--- config.mk ---
export PLATFORM = sky130hd
export DESIGN_NAME = aarc_top
export DESIGN_NICKNAME = d
export VERILOG_FILES = /design/src/core/aarc_pkg.sv /design/src/core/aarc_top.sv
export SDC_FILE = /design/constraint.sdc
export NUM_CORES = 1
export LEC_CHECK = 0
export ABC_CLOCK_PERIOD_IN_PS = 2200
export BUFFER_PORTS_ARGS = -buffer_cell sky130_fd_sc_hd__buf_2
export CELL_PAD_IN_SITES_DETAIL_PLACEMENT = 0
export CELL_PAD_IN_SITES_GLOBAL_PLACEMENT = 1
export CORE_MARGIN = 5
export CORE_UTILIZATION = 30
export DETAILED_ROUTE_END_ITERATION = 6
export PLACE_DENSITY = 0.6
export SYNTH_ARGS = -nofsm -noshare
export SYNTH_HDL_FRONTEND = slang
export SYNTH_SLANG_ARGS = --single-unit
--- constraint.sdc ---
create_clock -name aclk -period 2.2 [get_ports aclk]
set_input_delay 0.44 -clock aclk [delete_from_list [all_inputs] [get_ports aclk]]
set_output_delay 0.44 -clock aclk [all_outputs]
set_load 0.01 [all_outputs]
--- src/core/aarc_pkg.sv ---
package aarc_pkg;

  // ---------------------------------------------------------------------------
  // Widths
  // ---------------------------------------------------------------------------
  localparam int unsigned ADDR_W  = 12;
  localparam int unsigned DATA_W  = 32;
  localparam int unsigned IDX_W   = 10;
  localparam int unsigned RES_W   = 12;
  localparam int unsigned REG_W   = 16;
  localparam int unsigned NUM_SRC = 8;
  localparam int unsigned NUM_CMP = 4;

  // ---------------------------------------------------------------------------
  // Register indices (byte address is four times the index)
  // ---------------------------------------------------------------------------
  localparam logic [IDX_W-1:0] IDX_AUX4      = 10'h09B;
  localparam logic [IDX_W-1:0] IDX_USB       = 10'h09C;
  localparam logic [IDX_W-1:0] IDX_LINE      = 10'h09D;
  localparam logic [IDX_W-1:0] IDX_BATT      = 10'h09E;
  localparam logic [IDX_W-1:0] IDX_TEMP      = 10'h09F;
  localparam logic [IDX_W-1:0] IDX_HOLD_CTRL = 10'h0A0;
  localparam logic [IDX_W-1:0] IDX_CMP_FLAGS = 10'h0A1;
  localparam logic [IDX_W-1:0] IDX_CMP_EN    = 10'h0A3;
  localparam logic [IDX_W-1:0] IDX_CMP_SETUP = 10'h0A4;

  // ---------------------------------------------------------------------------
  // Field positions and reset values
  // ---------------------------------------------------------------------------
  localparam int unsigned DIV_HI   = 14;
  localparam int unsigned DIV_LO   = 13;
  localparam int unsigned REF_BIT  = 12;
  localparam int unsigned HOLD_BIT = 0;

  localparam logic [1:0]         DIV_RST  = 2'h3;
  localparam logic               REF_RST  = 1'b1;
  localparam logic [2:0]         SRC_RST  = 3'h0;
  localparam logic [RES_W-1:0]   RES_RST  = 12'h000;
  localparam logic [NUM_CMP-1:0] EN_RST   = 4'h0;
  localparam logic [REG_W-1:0]   SETUP_RST = 16'h0000;

  // Source codes of the converter result path.
  localparam logic [2:0] SRC_AUX4 = 3'h3;
  localparam logic [2:0] SRC_USB  = 3'h4;
  localparam logic [2:0] SRC_LINE = 3'h5;
  localparam logic [2:0] SRC_BATT = 3'h6;
  localparam logic [2:0] SRC_TEMP = 3'h7;

  localparam logic [1:0] RESP_OKAY   = 2'h0;
  localparam logic [1:0] RESP_SLVERR = 2'h2;

  // ---------------------------------------------------------------------------
  // Types
  // ---------------------------------------------------------------------------
  typedef struct packed {
    logic             valid;
    logic [2:0]       source;
    logic [RES_W-1:0] data;
  } aarc_conv_s;

  typedef struct packed {
    logic [2:0]       source;
    logic             dir;
    logic [RES_W-1:0] thr;
  } aarc_cmp_s;

  typedef enum logic {WR_COLLECT, WR_RESP} aarc_wr_e;
  typedef enum logic {RD_IDLE, RD_RESP}    aarc_rd_e;

endpackage

--- src/core/aarc_top.sv ---
// Our own choice: register access over AXI4-Lite.
`timescale 1ns/1ps
// Notes on behaviour
// - Input four divider: off, /1, /2, /4; reset 11.
// - Input four reference: backup domain or main; reset 1.
// - Input four result twelve bits, resets zero.
// - USB supply result read-only, low twelve bits.
// - Adaptor supply result read-only, low twelve bits.
// - Battery result read-only in own register.
// - Die temperature result read-only in own register.
// - Four comparator enables, bit three down to zero.
// - State machine reset clears enables and sources.
// - Three-bit source picks one of eight measurements.
// - Direction bit: below when 0, above when 1.
// - Twelve-bit unsigned threshold compared with measurement.
// - Hold blocks conversions until pending result read.
module aarc_top (
  input  wire logic                           aclk,
  input  wire logic                           aresetn,
  input  wire logic [aarc_pkg::ADDR_W-1:0]    s_axi_awaddr,
  input  wire logic                           s_axi_awvalid,
  output logic                                s_axi_awready,
  input  wire logic [aarc_pkg::DATA_W-1:0]    s_axi_wdata,
  input  wire logic [3:0]                     s_axi_wstrb,
  input  wire logic                           s_axi_wvalid,
  output logic                                s_axi_wready,
  output logic [1:0]                          s_axi_bresp,
  output logic                                s_axi_bvalid,
  input  wire logic                           s_axi_bready,
  input  wire logic [aarc_pkg::ADDR_W-1:0]    s_axi_araddr,
  input  wire logic                           s_axi_arvalid,
  output logic                                s_axi_arready,
  output logic [aarc_pkg::DATA_W-1:0]         s_axi_rdata,
  output logic [1:0]                          s_axi_rresp,
  output logic                                s_axi_rvalid,
  input  wire logic                           s_axi_rready,
  input  wire aarc_pkg::aarc_conv_s           conv_result,
  input  wire logic                           sm_reset,
  output logic                                conv_hold,
  output logic [1:0]                          input4_divider_select,
  output logic                                input4_reference_select,
  output logic [aarc_pkg::NUM_CMP-1:0]        comparator_flags
);

  // ---------------------------------------------------------------------------
  // Storage
  // ---------------------------------------------------------------------------
  aarc_pkg::aarc_wr_e                 wr_state_q;
  aarc_pkg::aarc_rd_e                 rd_state_q;
  logic                               aw_held_q;
  logic                               w_held_q;
  logic [aarc_pkg::ADDR_W-1:0]        awaddr_q;
  logic [aarc_pkg::DATA_W-1:0]        wdata_q;
  logic [3:0]                         wstrb_q;
  logic [1:0]                         bresp_q;
  logic [aarc_pkg::DATA_W-1:0]        rdata_q;
  logic [1:0]                         rresp_q;
  logic [1:0]                         div_q;
  logic                               ref_q;
  logic                               hold_q;
  logic                               pending_q;
  logic [aarc_pkg::NUM_CMP-1:0]       en_q;
  logic [aarc_pkg::NUM_CMP-1:0]       flag_q;
  logic [aarc_pkg::RES_W-1:0]         res_q [aarc_pkg::NUM_SRC];
  aarc_pkg::aarc_cmp_s                setup_q [aarc_pkg::NUM_CMP];
  logic [aarc_pkg::NUM_CMP-1:0]       cmp_set;
  logic [aarc_pkg::REG_W-1:0]         rd_val;
  logic                               rd_ok;

  function automatic logic [15:0] merge16(input logic [15:0] old,
                                          input logic [15:0] wd,
                                          input logic [1:0]  st);
    merge16 = {st[1] ? wd[15:8] : old[15:8], st[0] ? wd[7:0] : old[7:0]};
  endfunction

  // ---------------------------------------------------------------------------
  // Write channel
  // ---------------------------------------------------------------------------
  wire                          wr_idle   = (wr_state_q == aarc_pkg::WR_COLLECT);
  wire                          wr_commit = wr_idle && aw_held_q && w_held_q;
  wire [aarc_pkg::IDX_W-1:0]    wr_idx    = awaddr_q[aarc_pkg::ADDR_W-1:2];
  wire [15:0]                   wr_data   = wdata_q[15:0];
  wire [1:0]                    wr_strb   = wstrb_q[1:0];
  wire                          hit_aux4  = wr_commit && (wr_idx == aarc_pkg::IDX_AUX4);
  wire                          hit_hold  = wr_commit && (wr_idx == aarc_pkg::IDX_HOLD_CTRL);
  wire                          hit_flags = wr_commit && (wr_idx == aarc_pkg::IDX_CMP_FLAGS);
  wire                          hit_en    = wr_commit && (wr_idx == aarc_pkg::IDX_CMP_EN);
  wire                          wr_setup_rng = (wr_idx[9:2] == aarc_pkg::IDX_CMP_SETUP[9:2]);
  wire                          wr_ro_rng = (wr_idx >= aarc_pkg::IDX_USB)
                                         && (wr_idx <= aarc_pkg::IDX_TEMP);
  wire                          wr_mapped = (wr_idx == aarc_pkg::IDX_AUX4) || wr_ro_rng
                                         || (wr_idx == aarc_pkg::IDX_HOLD_CTRL)
                                         || (wr_idx == aarc_pkg::IDX_CMP_FLAGS)
                                         || (wr_idx == aarc_pkg::IDX_CMP_EN) || wr_setup_rng;
  wire [15:0]                   aux4_ctl  = {1'b0, div_q, ref_q, aarc_pkg::RES_RST};
  wire [15:0]                   aux4_new  = merge16(aux4_ctl, wr_data, wr_strb);
  wire [aarc_pkg::NUM_CMP-1:0]  flag_clr  = (hit_flags && wr_strb[0])
                                         ? wr_data[aarc_pkg::NUM_CMP-1:0] : aarc_pkg::EN_RST;

  assign s_axi_awready = wr_idle && !aw_held_q;
  assign s_axi_wready  = wr_idle && !w_held_q;
  assign s_axi_bvalid  = (wr_state_q == aarc_pkg::WR_RESP);
  assign s_axi_bresp   = bresp_q;

  always_ff @(posedge aclk) begin
    if (!aresetn) begin
      wr_state_q <= aarc_pkg::WR_COLLECT;
      aw_held_q  <= 1'b0;
      w_held_q   <= 1'b0;
      awaddr_q   <= '0;
      wdata_q    <= '0;
      wstrb_q    <= '0;
      bresp_q    <= aarc_pkg::RESP_OKAY;
    end else begin
      case (wr_state_q)
        aarc_pkg::WR_COLLECT: begin
          if (s_axi_awvalid && s_axi_awready) begin
            aw_held_q <= 1'b1;
            awaddr_q  <= s_axi_awaddr;
          end
          if (s_axi_wvalid && s_axi_wready) begin
            w_held_q <= 1'b1;
            wdata_q  <= s_axi_wdata;
            wstrb_q  <= s_axi_wstrb;
          end
          if (wr_commit) begin
            aw_held_q  <= 1'b0;
            w_held_q   <= 1'b0;
            bresp_q    <= wr_mapped ? aarc_pkg::RESP_OKAY : aarc_pkg::RESP_SLVERR;
            wr_state_q <= aarc_pkg::WR_RESP;
          end
        end
        default: begin
          if (s_axi_bready) begin
            wr_state_q <= aarc_pkg::WR_COLLECT;
          end
        end
      endcase
    end
  end

  // ---------------------------------------------------------------------------
  // Read channel
  // ---------------------------------------------------------------------------
  wire                       rd_take = s_axi_arvalid && s_axi_arready;
  wire [aarc_pkg::IDX_W-1:0] rd_idx  = s_axi_araddr[aarc_pkg::ADDR_W-1:2];
  wire                       rd_aux4 = rd_take && (rd_idx == aarc_pkg::IDX_AUX4);
  wire                       rd_setup_rng = (rd_idx[9:2] == aarc_pkg::IDX_CMP_SETUP[9:2]);

  assign s_axi_arready = (rd_state_q == aarc_pkg::RD_IDLE);
  assign s_axi_rvalid  = (rd_state_q == aarc_pkg::RD_RESP);
  assign s_axi_rdata   = rdata_q;
  assign s_axi_rresp   = rresp_q;

  always_comb begin
    rd_val = '0;
    rd_ok  = 1'b1;
    if (rd_idx == aarc_pkg::IDX_AUX4) begin
      rd_val = {1'b0, div_q, ref_q, res_q[aarc_pkg::SRC_AUX4]};
    end else if (rd_idx == aarc_pkg::IDX_USB) begin
      rd_val = {4'h0, res_q[aarc_pkg::SRC_USB]};
    end else if (rd_idx == aarc_pkg::IDX_LINE) begin
      rd_val = {4'h0, res_q[aarc_pkg::SRC_LINE]};
    end else if (rd_idx == aarc_pkg::IDX_BATT) begin
      rd_val = {4'h0, res_q[aarc_pkg::SRC_BATT]};
    end else if (rd_idx == aarc_pkg::IDX_TEMP) begin
      rd_val = {4'h0, res_q[aarc_pkg::SRC_TEMP]};
    end else if (rd_idx == aarc_pkg::IDX_HOLD_CTRL) begin
      rd_val = {14'h0000, pending_q, hold_q};
    end else if (rd_idx == aarc_pkg::IDX_CMP_FLAGS) begin
      rd_val = {12'h000, flag_q};
    end else if (rd_idx == aarc_pkg::IDX_CMP_EN) begin
      rd_val = {12'h000, en_q};
    end else if (rd_setup_rng) begin
      rd_val = setup_q[rd_idx[1:0]];
    end else begin
      rd_ok = 1'b0;
    end
  end

  always_ff @(posedge aclk) begin
    if (!aresetn) begin
      rd_state_q <= aarc_pkg::RD_IDLE;
      rdata_q    <= '0;
      rresp_q    <= aarc_pkg::RESP_OKAY;
    end else if (rd_take) begin
      rdata_q    <= {16'h0000, rd_val};
      rresp_q    <= rd_ok ? aarc_pkg::RESP_OKAY : aarc_pkg::RESP_SLVERR;
      rd_state_q <= aarc_pkg::RD_RESP;
    end else if (s_axi_rvalid && s_axi_rready) begin
      rd_state_q <= aarc_pkg::RD_IDLE;
    end
  end

  // ---------------------------------------------------------------------------
  // Input four control, hold and results
  // ---------------------------------------------------------------------------
  // A result offered while the hold is closed is dropped, not queued; the
  // converter is expected to wait on conv_hold.
  assign conv_hold = hold_q && pending_q;
  wire   store     = conv_result.valid && !conv_hold;
  wire   aux_store = store && (conv_result.source <= aarc_pkg::SRC_AUX4);
  wire   pending_d = (pending_q && !rd_aux4) || (hold_q && aux_store);

  assign input4_divider_select   = div_q;
  assign input4_reference_select = ref_q;
  assign comparator_flags        = flag_q;

  always_ff @(posedge aclk) begin
    if (!aresetn) begin
      div_q     <= aarc_pkg::DIV_RST;
      ref_q     <= aarc_pkg::REF_RST;
      hold_q    <= 1'b0;
      pending_q <= 1'b0;
      en_q      <= aarc_pkg::EN_RST;
      flag_q    <= aarc_pkg::EN_RST;
    end else begin
      if (hit_aux4) begin
        div_q <= aux4_new[aarc_pkg::DIV_HI:aarc_pkg::DIV_LO];
        ref_q <= aux4_new[aarc_pkg::REF_BIT];
      end
      if (sm_reset) begin
        hold_q <= 1'b0;
        en_q   <= aarc_pkg::EN_RST;
      end else begin
        if (hit_hold && wr_strb[0]) begin
          hold_q <= wr_data[aarc_pkg::HOLD_BIT];
        end
        if (hit_en && wr_strb[0]) begin
          en_q <= wr_data[aarc_pkg::NUM_CMP-1:0];
        end
      end
      pending_q <= pending_d;
      flag_q    <= (flag_q & ~flag_clr) | cmp_set;
    end
  end

  always_ff @(posedge aclk) begin
    if (!aresetn) begin
      for (int s = 0; s < aarc_pkg::NUM_SRC; s++) begin
        res_q[s] <= aarc_pkg::RES_RST;
      end
    end else if (store) begin
      res_q[conv_result.source] <= conv_result.data;
    end
  end

  // ---------------------------------------------------------------------------
  // Comparators
  // ---------------------------------------------------------------------------
  for (genvar i = 0; i < aarc_pkg::NUM_CMP; i++) begin : g_cmp
    wire        wr_this = wr_commit && wr_setup_rng && (wr_idx[1:0] == 2'(i));
    wire [15:0] new_val = merge16(setup_q[i], wr_data, wr_strb);
    wire        src_hit = store && en_q[i] && (conv_result.source == setup_q[i].source);
    wire        above   = conv_result.data > setup_q[i].thr;
    wire        below   = conv_result.data < setup_q[i].thr;

    assign cmp_set[i] = src_hit && (setup_q[i].dir ? above : below);

    always_ff @(posedge aclk) begin
      if (!aresetn) begin
        setup_q[i] <= aarc_pkg::SETUP_RST;
      end else if (sm_reset) begin
        setup_q[i].source <= aarc_pkg::SRC_RST;
      end else if (wr_this) begin
        setup_q[i] <= new_val;
      end
    end
  end

  // ---------------------------------------------------------------------------
  // Assertions
  // ---------------------------------------------------------------------------
  // Comparator zero stands for all four; they share one generated structure.
  a_div_reset: assert property (
    @(posedge aclk) disable iff (!aresetn)
    $rose(aresetn) |-> (input4_divider_select == aarc_pkg::DIV_RST))
    else $error("divider select not at reset value");

  a_ref_reset: assert property (
    @(posedge aclk) disable iff (!aresetn)
    $rose(aresetn) |-> input4_reference_select && (res_q[aarc_pkg::SRC_AUX4] == '0))
    else $error("reference select or result not at reset value");

  a_aux4_store: assert property (
    @(posedge aclk) disable iff (!aresetn)
    (store && (conv_result.source == aarc_pkg::SRC_AUX4)) |=>
    (res_q[aarc_pkg::SRC_AUX4] == $past(conv_result.data)))
    else $error("input four result not stored");

  a_usb_read: assert property (
    @(posedge aclk) disable iff (!aresetn)
    (rd_take && (rd_idx == aarc_pkg::IDX_USB)) |=>
    s_axi_rvalid && (s_axi_rdata == {20'h00000, $past(res_q[aarc_pkg::SRC_USB])}))
    else $error("usb result readback wrong");

  a_line_store: assert property (
    @(posedge aclk) disable iff (!aresetn)
    (store && (conv_result.source == aarc_pkg::SRC_LINE)) ##1
    !(store && (conv_result.source == aarc_pkg::SRC_LINE)) |=>
    (res_q[aarc_pkg::SRC_LINE] == $past(conv_result.data, 2)))
    else $error("adaptor result not held");

  a_batt_keep: assert property (
    @(posedge aclk) disable iff (!aresetn)
    !(store && (conv_result.source == aarc_pkg::SRC_BATT)) |=> $stable(res_q[aarc_pkg::SRC_BATT]))
    else $error("battery result changed without a store");

  a_temp_ro: assert property (
    @(posedge aclk) disable iff (!aresetn)
    wr_commit && !(store && (conv_result.source == aarc_pkg::SRC_TEMP))
    |=> $stable(res_q[aarc_pkg::SRC_TEMP]))
    else $error("temperature result changed by a write");

  a_enable_gate: assert property (
    @(posedge aclk) disable iff (!aresetn)
    $rose(flag_q[0]) |-> $past(en_q[0]))
    else $error("disabled comparator raised a flag");

  a_sm_reset: assert property (
    @(posedge aclk) disable iff (!aresetn)
    sm_reset |=> (en_q == '0) && (setup_q[0].source == '0) && (setup_q[3].source == '0))
    else $error("state machine reset left enables or sources set");

  a_above_flag: assert property (
    @(posedge aclk) disable iff (!aresetn)
    (store && en_q[0] && (conv_result.source == setup_q[0].source) && setup_q[0].dir
     && (conv_result.data > setup_q[0].thr)) |=> flag_q[0])
    else $error("above-threshold condition missed");

  a_below_flag: assert property (
    @(posedge aclk) disable iff (!aresetn)
    (store && en_q[0] && (conv_result.source == setup_q[0].source) && !setup_q[0].dir
     && (conv_result.data < setup_q[0].thr)) |=> flag_q[0])
    else $error("below-threshold condition missed");

  // A result equal to the threshold must never raise the flag, in either direction.
  a_equal_quiet: assert property (
    @(posedge aclk) disable iff (!aresetn)
    (store && (conv_result.data == setup_q[0].thr) && !flag_q[0]) |=> !flag_q[0])
    else $error("comparator flagged on a result equal to its threshold");

  a_hold_block: assert property (
    @(posedge aclk) disable iff (!aresetn)
    (hold_q && aux_store && !sm_reset && !hit_hold) |=> conv_hold)
    else $error("hold did not close after a pending result");

  a_hold_keep: assert property (
    @(posedge aclk) disable iff (!aresetn)
    (conv_hold && !rd_aux4 && !sm_reset && !hit_hold) |=> conv_hold)
    else $error("hold opened before the pending result was read");

  a_flag_sticky: assert property (
    @(posedge aclk) disable iff (!aresetn)
    (flag_q[0] && !flag_clr[0]) |=> flag_q[0])
    else $error("comparator flag lost without a clear");

  a_bresp_after: assert property (
    @(posedge aclk) disable iff (!aresetn)
    (hit_en && wr_strb[0] && !sm_reset) |=> s_axi_bvalid && (en_q == $past(wr_data[3:0])))
    else $error("enable write not applied before response");

endmodule

==> results of run 1 <==
[power by group through the flow]
stage / Clock (mW) / Combinational [mW] / Sequential [mW]
floorplan: 0 / 0.505 / 4.00
global placement: 0 / 0.807 / 4.04
detailed placement: 0 / 0.814 / 4.05
CTS: 3.03 / 0.816 / 3.97
global route: 3.17 / 0.901 / 3.98
finish: 2.95 / 0.802 / 3.97
[path summary, 6_finish.rpt]
kind / from / end / cells after the start
max reg2reg: setup_q[0][7] / comparator_flags[0] / 7
min reg2reg: s_axi_rdata[15] / s_axi_rdata[15] / 2
max: setup_q[0][7] / comparator_flags[0] / 7
min: s_axi_awaddr[8] / awaddr_q[8] / 3
[cells in the final DEF (no fill, tap or decap), types with 10 or more instances in the layout]
cell and n:
conb_1 18, nor3_1 11, a221oi_1 11, nand4_1 18, mux2i_1 10, or3_1 12, dfxtp_1 63, nand2b_1 11
mux4_2 16, o21ai_0 34, inv_1 53, buf_4 47, edfxtp_1 124, a21oi_1 30, nand2_1 138, clkbuf_16 17
a21boi_0 31, nand3_1 18, nor2_1 25, ha_1 48, o211ai_1 16, buf_2 92, and2_1 123, xnor2_1 10
[kinds of logic (layout without fill, tap and decap cells)]
logic type,count (synthesis),count (layout)
buffers and inverters,121,233
multiplexers,26,26
flip-flops,187,187
AND/OR/NAND/NOR,408,408
XOR/XNOR,12,12
other,1,18
adder cells (fa/ha/maj),48,48
AO/OA/AOI/OAI,167,167
[routing by layer]
layer | GRT usage | wire length [um] | up-vias
li1 | - | - | 3667
met4 | 0.0380 | 367 | 0
met3 | 0.0240 | 853 | 20
met2 | 0.249 | 13300 | 112
met5 | 0 | 0 | -
met1 | 0.202 | 13200 | 3488
[sequential cells by signal (all words and copies together), names as in the netlist, 2 cells and up]
name,flops
s_axi_rdata,16
res_q,60
input4_divider_select,2
wstrb_q,2
comparator_flags,4
awaddr_q,10
setup_q,64
en_q,4
wdata_q,16
[Yosys cell counts (4+ instances only)]
cell type / n
a21boi_0: 31
nand4_1: 18
o21ai_0: 34
clkbuf_1: 27
nor2b_1: 9
buf_2: 13
nor2_1: 27
nand2_1: 138
mux4_2: 16
nor3_1: 11
and2_1: 123
edfxtp_1: 124
a21oi_1: 30
clkbuf_2: 4
o2111ai_1: 5
a22o_1: 9
nand3b_1: 4
a221oi_1: 11
ha_1: 48
a211oi_1: 4
buf_4: 22
nand2b_1: 11
nor4_1: 4
or3_1: 12
o22ai_1: 4
xnor2_1: 10
inv_1: 53
o211ai_1: 16
mux2i_1: 10
nand3_1: 18
nor3b_1: 6
dfxtp_1: 63
[critical path, delay by kind of cell, from the launching register on]
family                   cells  cell delay [ps]
AND/OR/NAND/NOR              1              480
AO/OA/AOI/OAI                4              810
buffers and inverters        1               90
flip-flops                   1              400
adder cells (fa/ha/maj)      1              240
[area by class of cell]
type / instances / area (sq um) / share of cell area
clock buffer: 18 / 429 / 0.0360
multi-input combinational: 679 / 4620 / 0.388
clock inverter: 14 / 129 / 0.0108
tap: 448 / 561 / 0.0470
inverter: 53 / 199 / 0.0167
sequential: 187 / 4980 / 0.418
timing repair buffer: 148 / 993 / 0.0834
[metrics by stage]
stage	hold WS [ps]	total power [mW]	instance area, sq um	cells	setup slack [ps]
6_report	234	7.72	11900	1547	105
4_1_cts	217	7.82	11900	1547	80.8
2_1_floorplan	447	4.50	10200	987	46.8
3_5_place_dp	462	4.86	11400	1515	-75.5
3_3_place_gp	461	4.85	11400	1515	-72.1
5_1_grt	231	8.05	11900	1547	-3.52
==> results.yml, run 1 <==
die:
  coreArea_sq_um: 33400
  die_area_sq_um: 37400
  row_count: 67
  start_util: 0.303
  fp.dieW_um: 193
  die_h_um: 193
  ios: 133
power:
  pwr-share-clk: 0.383
  leakagePower_nw: 4.80
  peakVddDrop_uv: 539
  p_seq_frac: 0.514
  p_sw_mw: 2.04
  power.density_nw_per_um2: 648
  swShare: 0.264
  p_comb_frac: 0.104
  p_int_mw: 5.68
yosys:
  synth_mux_area_frac: 0.0456
  synth_flop_cell: "edfxtp_1"
  synth_xor_area_frac: 0.0104
  ys_ff_latch: 187
  synth_compound_area_frac: 0.113
  synth.largest_area_cell: "edfxtp_1"
  async_reset_ff_frac: 0
  syn_inst: 970
  synth-adder-area-share: 0.0595
  yosysUniqueCellTypes: 62
  ys_top_cells_by_area: "edfxtp_1, dfxtp_1, and2_1, ha_1, nand2_1"
  postSynthAreaPerCell_sq_um: 10.4
  yosys.area_share.simple: 0.222
  synth_top_area_frac: 0.369
  synth-edff-count: 124
  synth_top_family_by_area: "simple AND/OR/NAND/NOR gates"
  synthesis.area_sq_um: 10100
  synth_warnings: 0
  ys_seq_area_frac: 0.494
timing:
  finalMaxSlewViolations: 0
  period_needed_ps: 2090
  period_share: 0.952
  finalHoldViolations: 0
  fmax_ghz: 0.477
  relSlewSlack: 0.512
  setup_violations: 0
  fin_skew_ps: 13.3
  worstMarginPinSlew_ps: 730
  final.setup.tns_ps: 0
  rsz0062_at_grt: "true"
cells_and_area:
  n_fill_cell: 3426
  final_util: 0.357
  n_antenna_cell: 0
  final_nets: 1218
  syn_to_final_growth_pct: 18.0
  drive_gt1_frac: 0.191
clock_tree:
  cts_resized: 0
  cts_tree: "yes"
  cts_hold_buf: 0
  h-tree-depth: 4
  cts_setup_buffers: 0
  cts_sinks: 187
  cts_buffers: 17
  clock_path_buffers: 2
  clk_latency_ps: 450
  cts_root_buffer: "clkbuf_16"
  cts.reportedPaths.clkPinSlew_ps: 70
critical_path:
  crit_required_ps: 2570
  path_class: "register to register"
  crit_arrival_ps: 2460
  max_stage_delay_ps: 480
  cp_max_fo: 2
  end_kind: "register"
  crit_path_start_kind: "register"
  r2r_slack_ps: 110
  path_cells: "inv_1 -> ha_1 -> a41oi_1 -> o21ai_0 -> a221o_1 -> or4b_1 -> o211ai_1"
  cp_slowest_cell: "or4b_1"
global_route:
  grt_pass1_vias: 7558
  antenna_found_initial: 0
  gr-total-overflow: 0
  grt_max_degree: 50
  grt_util_all_layers: 0.149
  grt_pass1_wl_um: 44100
worst_hold_path:
  hold_class: "primary input to register"
route:
  vias: 7287
  dr.pass1.iters: 5
  drt_iter0_markers: 367
  wl_per_cell_um: 18.0
  drc: 0
  vias_per_cell: 4.71
  wl_um: 27800
  final_antenna_net_count: 0
placed_design:
  dp_hpwl_um: 21700
  gp_congestion: 0.862
  io_buffers: 92
run_status:
  status: "complete, no violations"
run:
  cap_violations: 0
Power figures use the tool's default switching activity.
==> run 2, diff against run 1 <==
PLACE_DENSITY = not set   (was 0.6)
PLACE_DENSITY_LB_ADDON = 0.1   (was not set)
REMOVE_ABC_BUFFERS = 1   (was not set)
==> run 2 against run 1 <==
Net effect: via count shrank 0.49%; clock-buffer cell count is the same; clock skew shrank 2.5 ps; cell area grew 0.68%; sequential power is essentially flat; worst hold slack gained 4.9 ps; setup slack gained 29 ps; die area is the same; routed wire length grew 5.3%; clock power grew 2%; fmax grew 1.4%; final cell count grew 0.71%.
==> results.yml, run 2 (same netlist as run 1, synthesis figures left out) <==
run_status:
  status: "complete, no violations"
route:
  dr.pass1.iters: 5
  final_antenna_net_count: 0
  wl_um: 29300
  wl_per_cell_um: 18.8
  vias_per_cell: 4.65
  drt_iter0_markers: 452
  vias: 7251
  drc: 0
power:
  swShare: 0.266
  peakVddDrop_uv: 544
  p_int_mw: 5.72
  leakagePower_nw: 4.86
  finalPower_mw: 7.80
  power.density_nw_per_um2: 650
  pwr-share-clk: 0.386
  p_comb_frac: 0.105
  p_seq_frac: 0.509
  p_sw_mw: 2.08
die:
  die_h_um: 193
  ios: 133
  row_count: 67
  fp.dieW_um: 193
  start_util: 0.303
  die_area_sq_um: 37400
  coreArea_sq_um: 33400
cells_and_area:
  final_util: 0.360
  top_register: "setup_q"
  syn_to_final_growth_pct: 18.9
  n_fill_cell: 3472
  multi_input_area_sq_um: 4630
  mostFrequentLayoutCell: "nand2_1"
  n_antenna_cell: 0
  final_nets: 1229
  final_cell_mix: "nand2_1, edfxtp_1, and2_1"
  largest_reg_flops: 64
  instances_no_fill: 1558
  seq_area_sq_um: 4980
  drive_gt1_frac: 0.200
  top_regs: "setup_q (64), res_q (60)"
placed_design:
  gp_congestion: 0.819
  placed_cells: 1526
  dp_hpwl_um: 23100
  io_buffers: 92
critical_path:
  path_class: "register to register"
  path_buf_inv: 1
  path_cells: "inv_1 -> ha_1 -> a41oi_2 -> o21ai_2 -> a221o_1 -> or4b_1 -> o211ai_1"
  crit_required_ps: 2570
  end_kind: "register"
  cp_top_family: "compound AO/OA/AOI/OAI gates"
  r2r_slack_ps: 130
  cp_slowest_cell: "or4b_1"
  crit_path_start_kind: "register"
  cp_max_fo: 2
  crit_arrival_ps: 2440
  max_stage_delay_ps: 470
clock_tree:
  clock_path_buffers: 2
  cts_tree: "yes"
  cts_buffers: 17
  cts.reportedPaths.clkPinSlew_ps: 80
  cts_sinks: 187
  h-tree-depth: 4
  cts_setup_buffers: 0
  cts_root_buffer: "clkbuf_16"
  clk_latency_ps: 440
  cts_hold_buf: 0
timing:
  relSlewSlack: 0.514
  fmax_ghz: 0.484
  worstMarginPinSlew_ps: 729
  finalMaxSlewViolations: 0
  period_needed_ps: 2070
  fin_skew_ps: 10.8
  setup_violations: 0
  period_share: 0.939
  rsz0062_at_grt: "true"
  finalHoldViolations: 0
global_route:
  grt_pass1_wl_um: 45600
  grt_util_all_layers: 0.157
  gr-total-overflow: 0
  grt_max_degree: 39
  grt_pass1_vias: 7540
  antenna_found_initial: 1
run:
  cap_violations: 0
worst_hold_path:
  hold_class: "primary input to register"
-- run 2: cell count changes in the layout (fill, tap and decap cells not counted), moves of 2 or more --
| cell | previous run | this run |
|---|---|---|
| buf_4 | 47 | 59 |
| nor2_1 | 25 | 27 |
| nor2_2 | 2 | 0 |
| inv_8 | 0 | 3 |
| inv_6 | 7 | 5 |
| clkinv_4 | 5 | 3 |
-- run 2: power by group through the flow --
| stage | Sequential (mW) | Clock (mW) | Combinational, mW |
|---|---|---|---|
| 6_report | 3.97 | 3.01 | 0.815 |
| 5_1_grt | 3.99 | 3.28 | 0.920 |
| 4_1_cts | 3.97 | 3.12 | 0.830 |
| 3_5_place_dp | 4.05 | 0 | 0.827 |
| 3_3_place_gp | 4.05 | 0 | 0.826 |
| 2_1_floorplan | 4.00 | 0 | 0.414 |
-- run 2: layer usage --
metal	global-route usage	wire length, um	up-vias
met5	0	0	-
met4	0.0462	469	0
met3	0.0238	841	19
met2	0.254	13800	123
met1	0.220	14200	3415
li1	-	-	3694
-- run 2: worst reg2reg max path: cells and delay by family, from the launching register on --
kind,cells,cell delay [ps]
AO/OA/AOI/OAI,4,790
adder cells (fa/ha/maj),1,240
buffers and inverters,1,80
flip-flops,1,420
AND/OR/NAND/NOR,1,470
-- run 2: layout make-up --
| type | instances | share of cell area |
|---|---|---|
| Tap cell | 448 | 0.0467 |
| Multi-Input combinational cell | 679 | 0.386 |
| Clock buffer | 18 | 0.0366 |
| Inverter | 53 | 0.0166 |
| Clock inverter | 14 | 0.0103 |
| Timing Repair Buffer | 159 | 0.0887 |
| Sequential cell | 187 | 0.416 |
-- run 2: path summary, 6_finish.rpt --
path | from | endpoint | cells past startpoint
worst max register to register | setup_q[0][7] | comparator_flags[0] | 7
worst min register to register | s_axi_rdata[15] | s_axi_rdata[15] | 2
worst max-delay path | setup_q[0][7] | comparator_flags[0] | 7
worst min-delay path | s_axi_awaddr[9] | awaddr_q[9] | 3
-- run 2: timing repair --
item | 4_1_cts | 5_1_grt
endpoints found under the hold margin | 0 | 0
resized for setup | 1 | 2
setup endpoints to repair | 1 | 6
-- run 2: through the flow --
| stage | hold slack (ps) | TNS (ps) | setup slack (ps) | cell area [sq um] |
|---|---|---|---|---|
| 2_1_floorplan | 447 | 0 | 31.5 | 9800 |
| 3_3_place_gp | 460 | -131 | -95.7 | 11400 |
| 3_5_place_dp | 458 | -188 | -131 | 11400 |
| 4_1_cts | 207 | 0 | 59.3 | 12000 |
| 5_1_grt | 221 | -64.8 | -15.0 | 12000 |
| 6_report | 239 | 0 | 134 | 12000 |
==> run 3, diff against run 2 <==
GPL_TIMING_DRIVEN = 0   (was not set)
==> run 3 against run 2 <==
Net effect: highest routed layer unchanged; power grew 0.85%; routed wire length is 0.64% higher; die area unchanged; largest cell class unchanged; clock skew rose by 3.5 ps; global-route usage is essentially flat.
==> results.yml, run 3 (same netlist as run 1, synthesis figures left out) <==
route:
  drc: 0
  vias_per_cell: 4.78
  dr.pass1.iters: 4
  vias: 7221
  wl_per_cell_um: 19.5
  final_antenna_net_count: 0
  wl_um: 29500
  drt_iter0_markers: 329
worst_hold_path:
  hold_class: "primary input to register"
timing:
  period_needed_ps: 2110
  setup_violations: 0
  fmax_ghz: 0.474
  worstMarginPinSlew_ps: 1080
  final.setup.tns_ps: 0
  rsz0062_at_grt: "false"
  period_share: 0.959
  finalHoldViolations: 0
  relSlewSlack: 0.278
  finalMaxSlewViolations: 0
  fin_skew_ps: 14.3
cells_and_area:
  instances_no_fill: 1512
  largest_reg_flops: 64
  final_util: 0.350
  multi_input_area_sq_um: 4720
  final_cell_mix: "nand2_1, edfxtp_1, and2_1"
  n_antenna_cell: 0
  seq_area_sq_um: 4980
  syn_to_final_growth_pct: 15.7
  top_register: "setup_q"
  mostFrequentLayoutCell: "nand2_1"
  drive_gt1_frac: 0.175
  top_regs: "setup_q (64), res_q (60)"
  fin_area_sq_um: 11700
  n_fill_cell: 3494
  final_nets: 1183
critical_path:
  end_kind: "register"
  crit_required_ps: 2300
  crit_path_start_kind: "primary input"
  path_class: "primary input to register"
  crit_arrival_ps: 2210
  cp_max_fo: 78
placed_design:
  dpl_cell_area_sq_um: 10900
  gp_congestion: 0.769
  dp_hpwl_um: 21500
  io_buffers: 92
  placed_cells: 1462
clock_tree:
  clk_latency_ps: 440
  h-tree-depth: 4
  cts_root_buffer: "clkbuf_16"
  cts.reportedPaths.clkPinSlew_ps: 70
  cts_hold_buf: 0
  cts_buffers: 17
  cts_tree: "yes"
  cts_sinks: 187
  clock_path_buffers: 2
global_route:
  grt_pass1_vias: 7393
  grt_max_degree: 79
  antenna_found_initial: 0
  grt_pass1_wl_um: 45700
  grt_util_all_layers: 0.157
  gr-total-overflow: 0
die:
  coreArea_sq_um: 33400
  ios: 133
  die_area_sq_um: 37400
  die_h_um: 193
  fp.dieW_um: 193
  start_util: 0.303
  row_count: 67
run:
  cap_violations: 0
power:
  power.density_nw_per_um2: 673
  leakagePower_nw: 4.61
  finalPower_mw: 7.86
  peakVddDrop_uv: 551
run_status:
  status: "complete, no violations"
[run 3: changes by cell type in the layout (fill, tap and decap cells not counted), moves of 3 or more]
cell	before	now
nand2_2	0	3
nor3b_4	0	3
nand2_1	138	135
inv_6	5	2
buf_2	92	89
buf_12	8	1
clkbuf_1	0	3
buf_4	59	20
nand2b_1	11	7
nand2b_2	0	4
[run 3: power breakdown]
part / switching [mW] / total [mW] / internal [mW] / leakage, nW
logic: 0.476 / 0.755 / 0.279 / 2.51
clock network: 1.44 / 3.14 / 1.69 / 0.273
registers: 0.109 / 3.97 / 3.86 / 1.83
total: 2.03 / 7.86 / 5.83 / 4.61
[run 3: cell type report]
class                      count  area share
timing repair buffer         112      0.0549
clock buffer                  20      0.0374
clock inverter                12      0.0122
multi-input combinational    680       0.404
tap                          448      0.0480
inverter                      53      0.0170
sequential                   187       0.427
[run 3: per-stage QoR]
stage / setup WS [ps] / hold slack [ps]
CTS: 46.8 / 214
finish: 89.9 / 236
global placement: -2460 / 457
global route: 0.300 / 225
floorplan: 31.5 / 447
detailed placement: -1450 / 466
[run 3: what timing repair did]
item,CTS,global route
gates cloned,1,0
endpoints found under the setup margin,241,38
resized for setup,18,7
pin swaps,9,2
buffers inserted,15,2
[run 3: routing by layer]
layer,track usage,vias to the layer above,share of wire
met4,0.0404,0,0.015
met2,0.256,130,0.47
li1,-,3592,-
met3,0.0249,16,0.028
met1,0.219,3483,0.49
met5,0,-,0
[run 3: worst max-delay path: stages]
cell	delay, ps
buf_12	290
and2_2	280
nand3_1	340
nor3_4	390
nand2b_2	420
[run 3: final timing paths]
path	endpoint	startpoint	slack, ps	cells after the start
worst max-delay path	res_q[4][1]	aresetn	90	5
worst min register to register	s_axi_rdata[2]	s_axi_rdata[2]	470	2
worst max register to register	res_q[4][1]	pending_q	110	4
worst min-delay path	awaddr_q[9]	s_axi_awaddr[9]	240	3
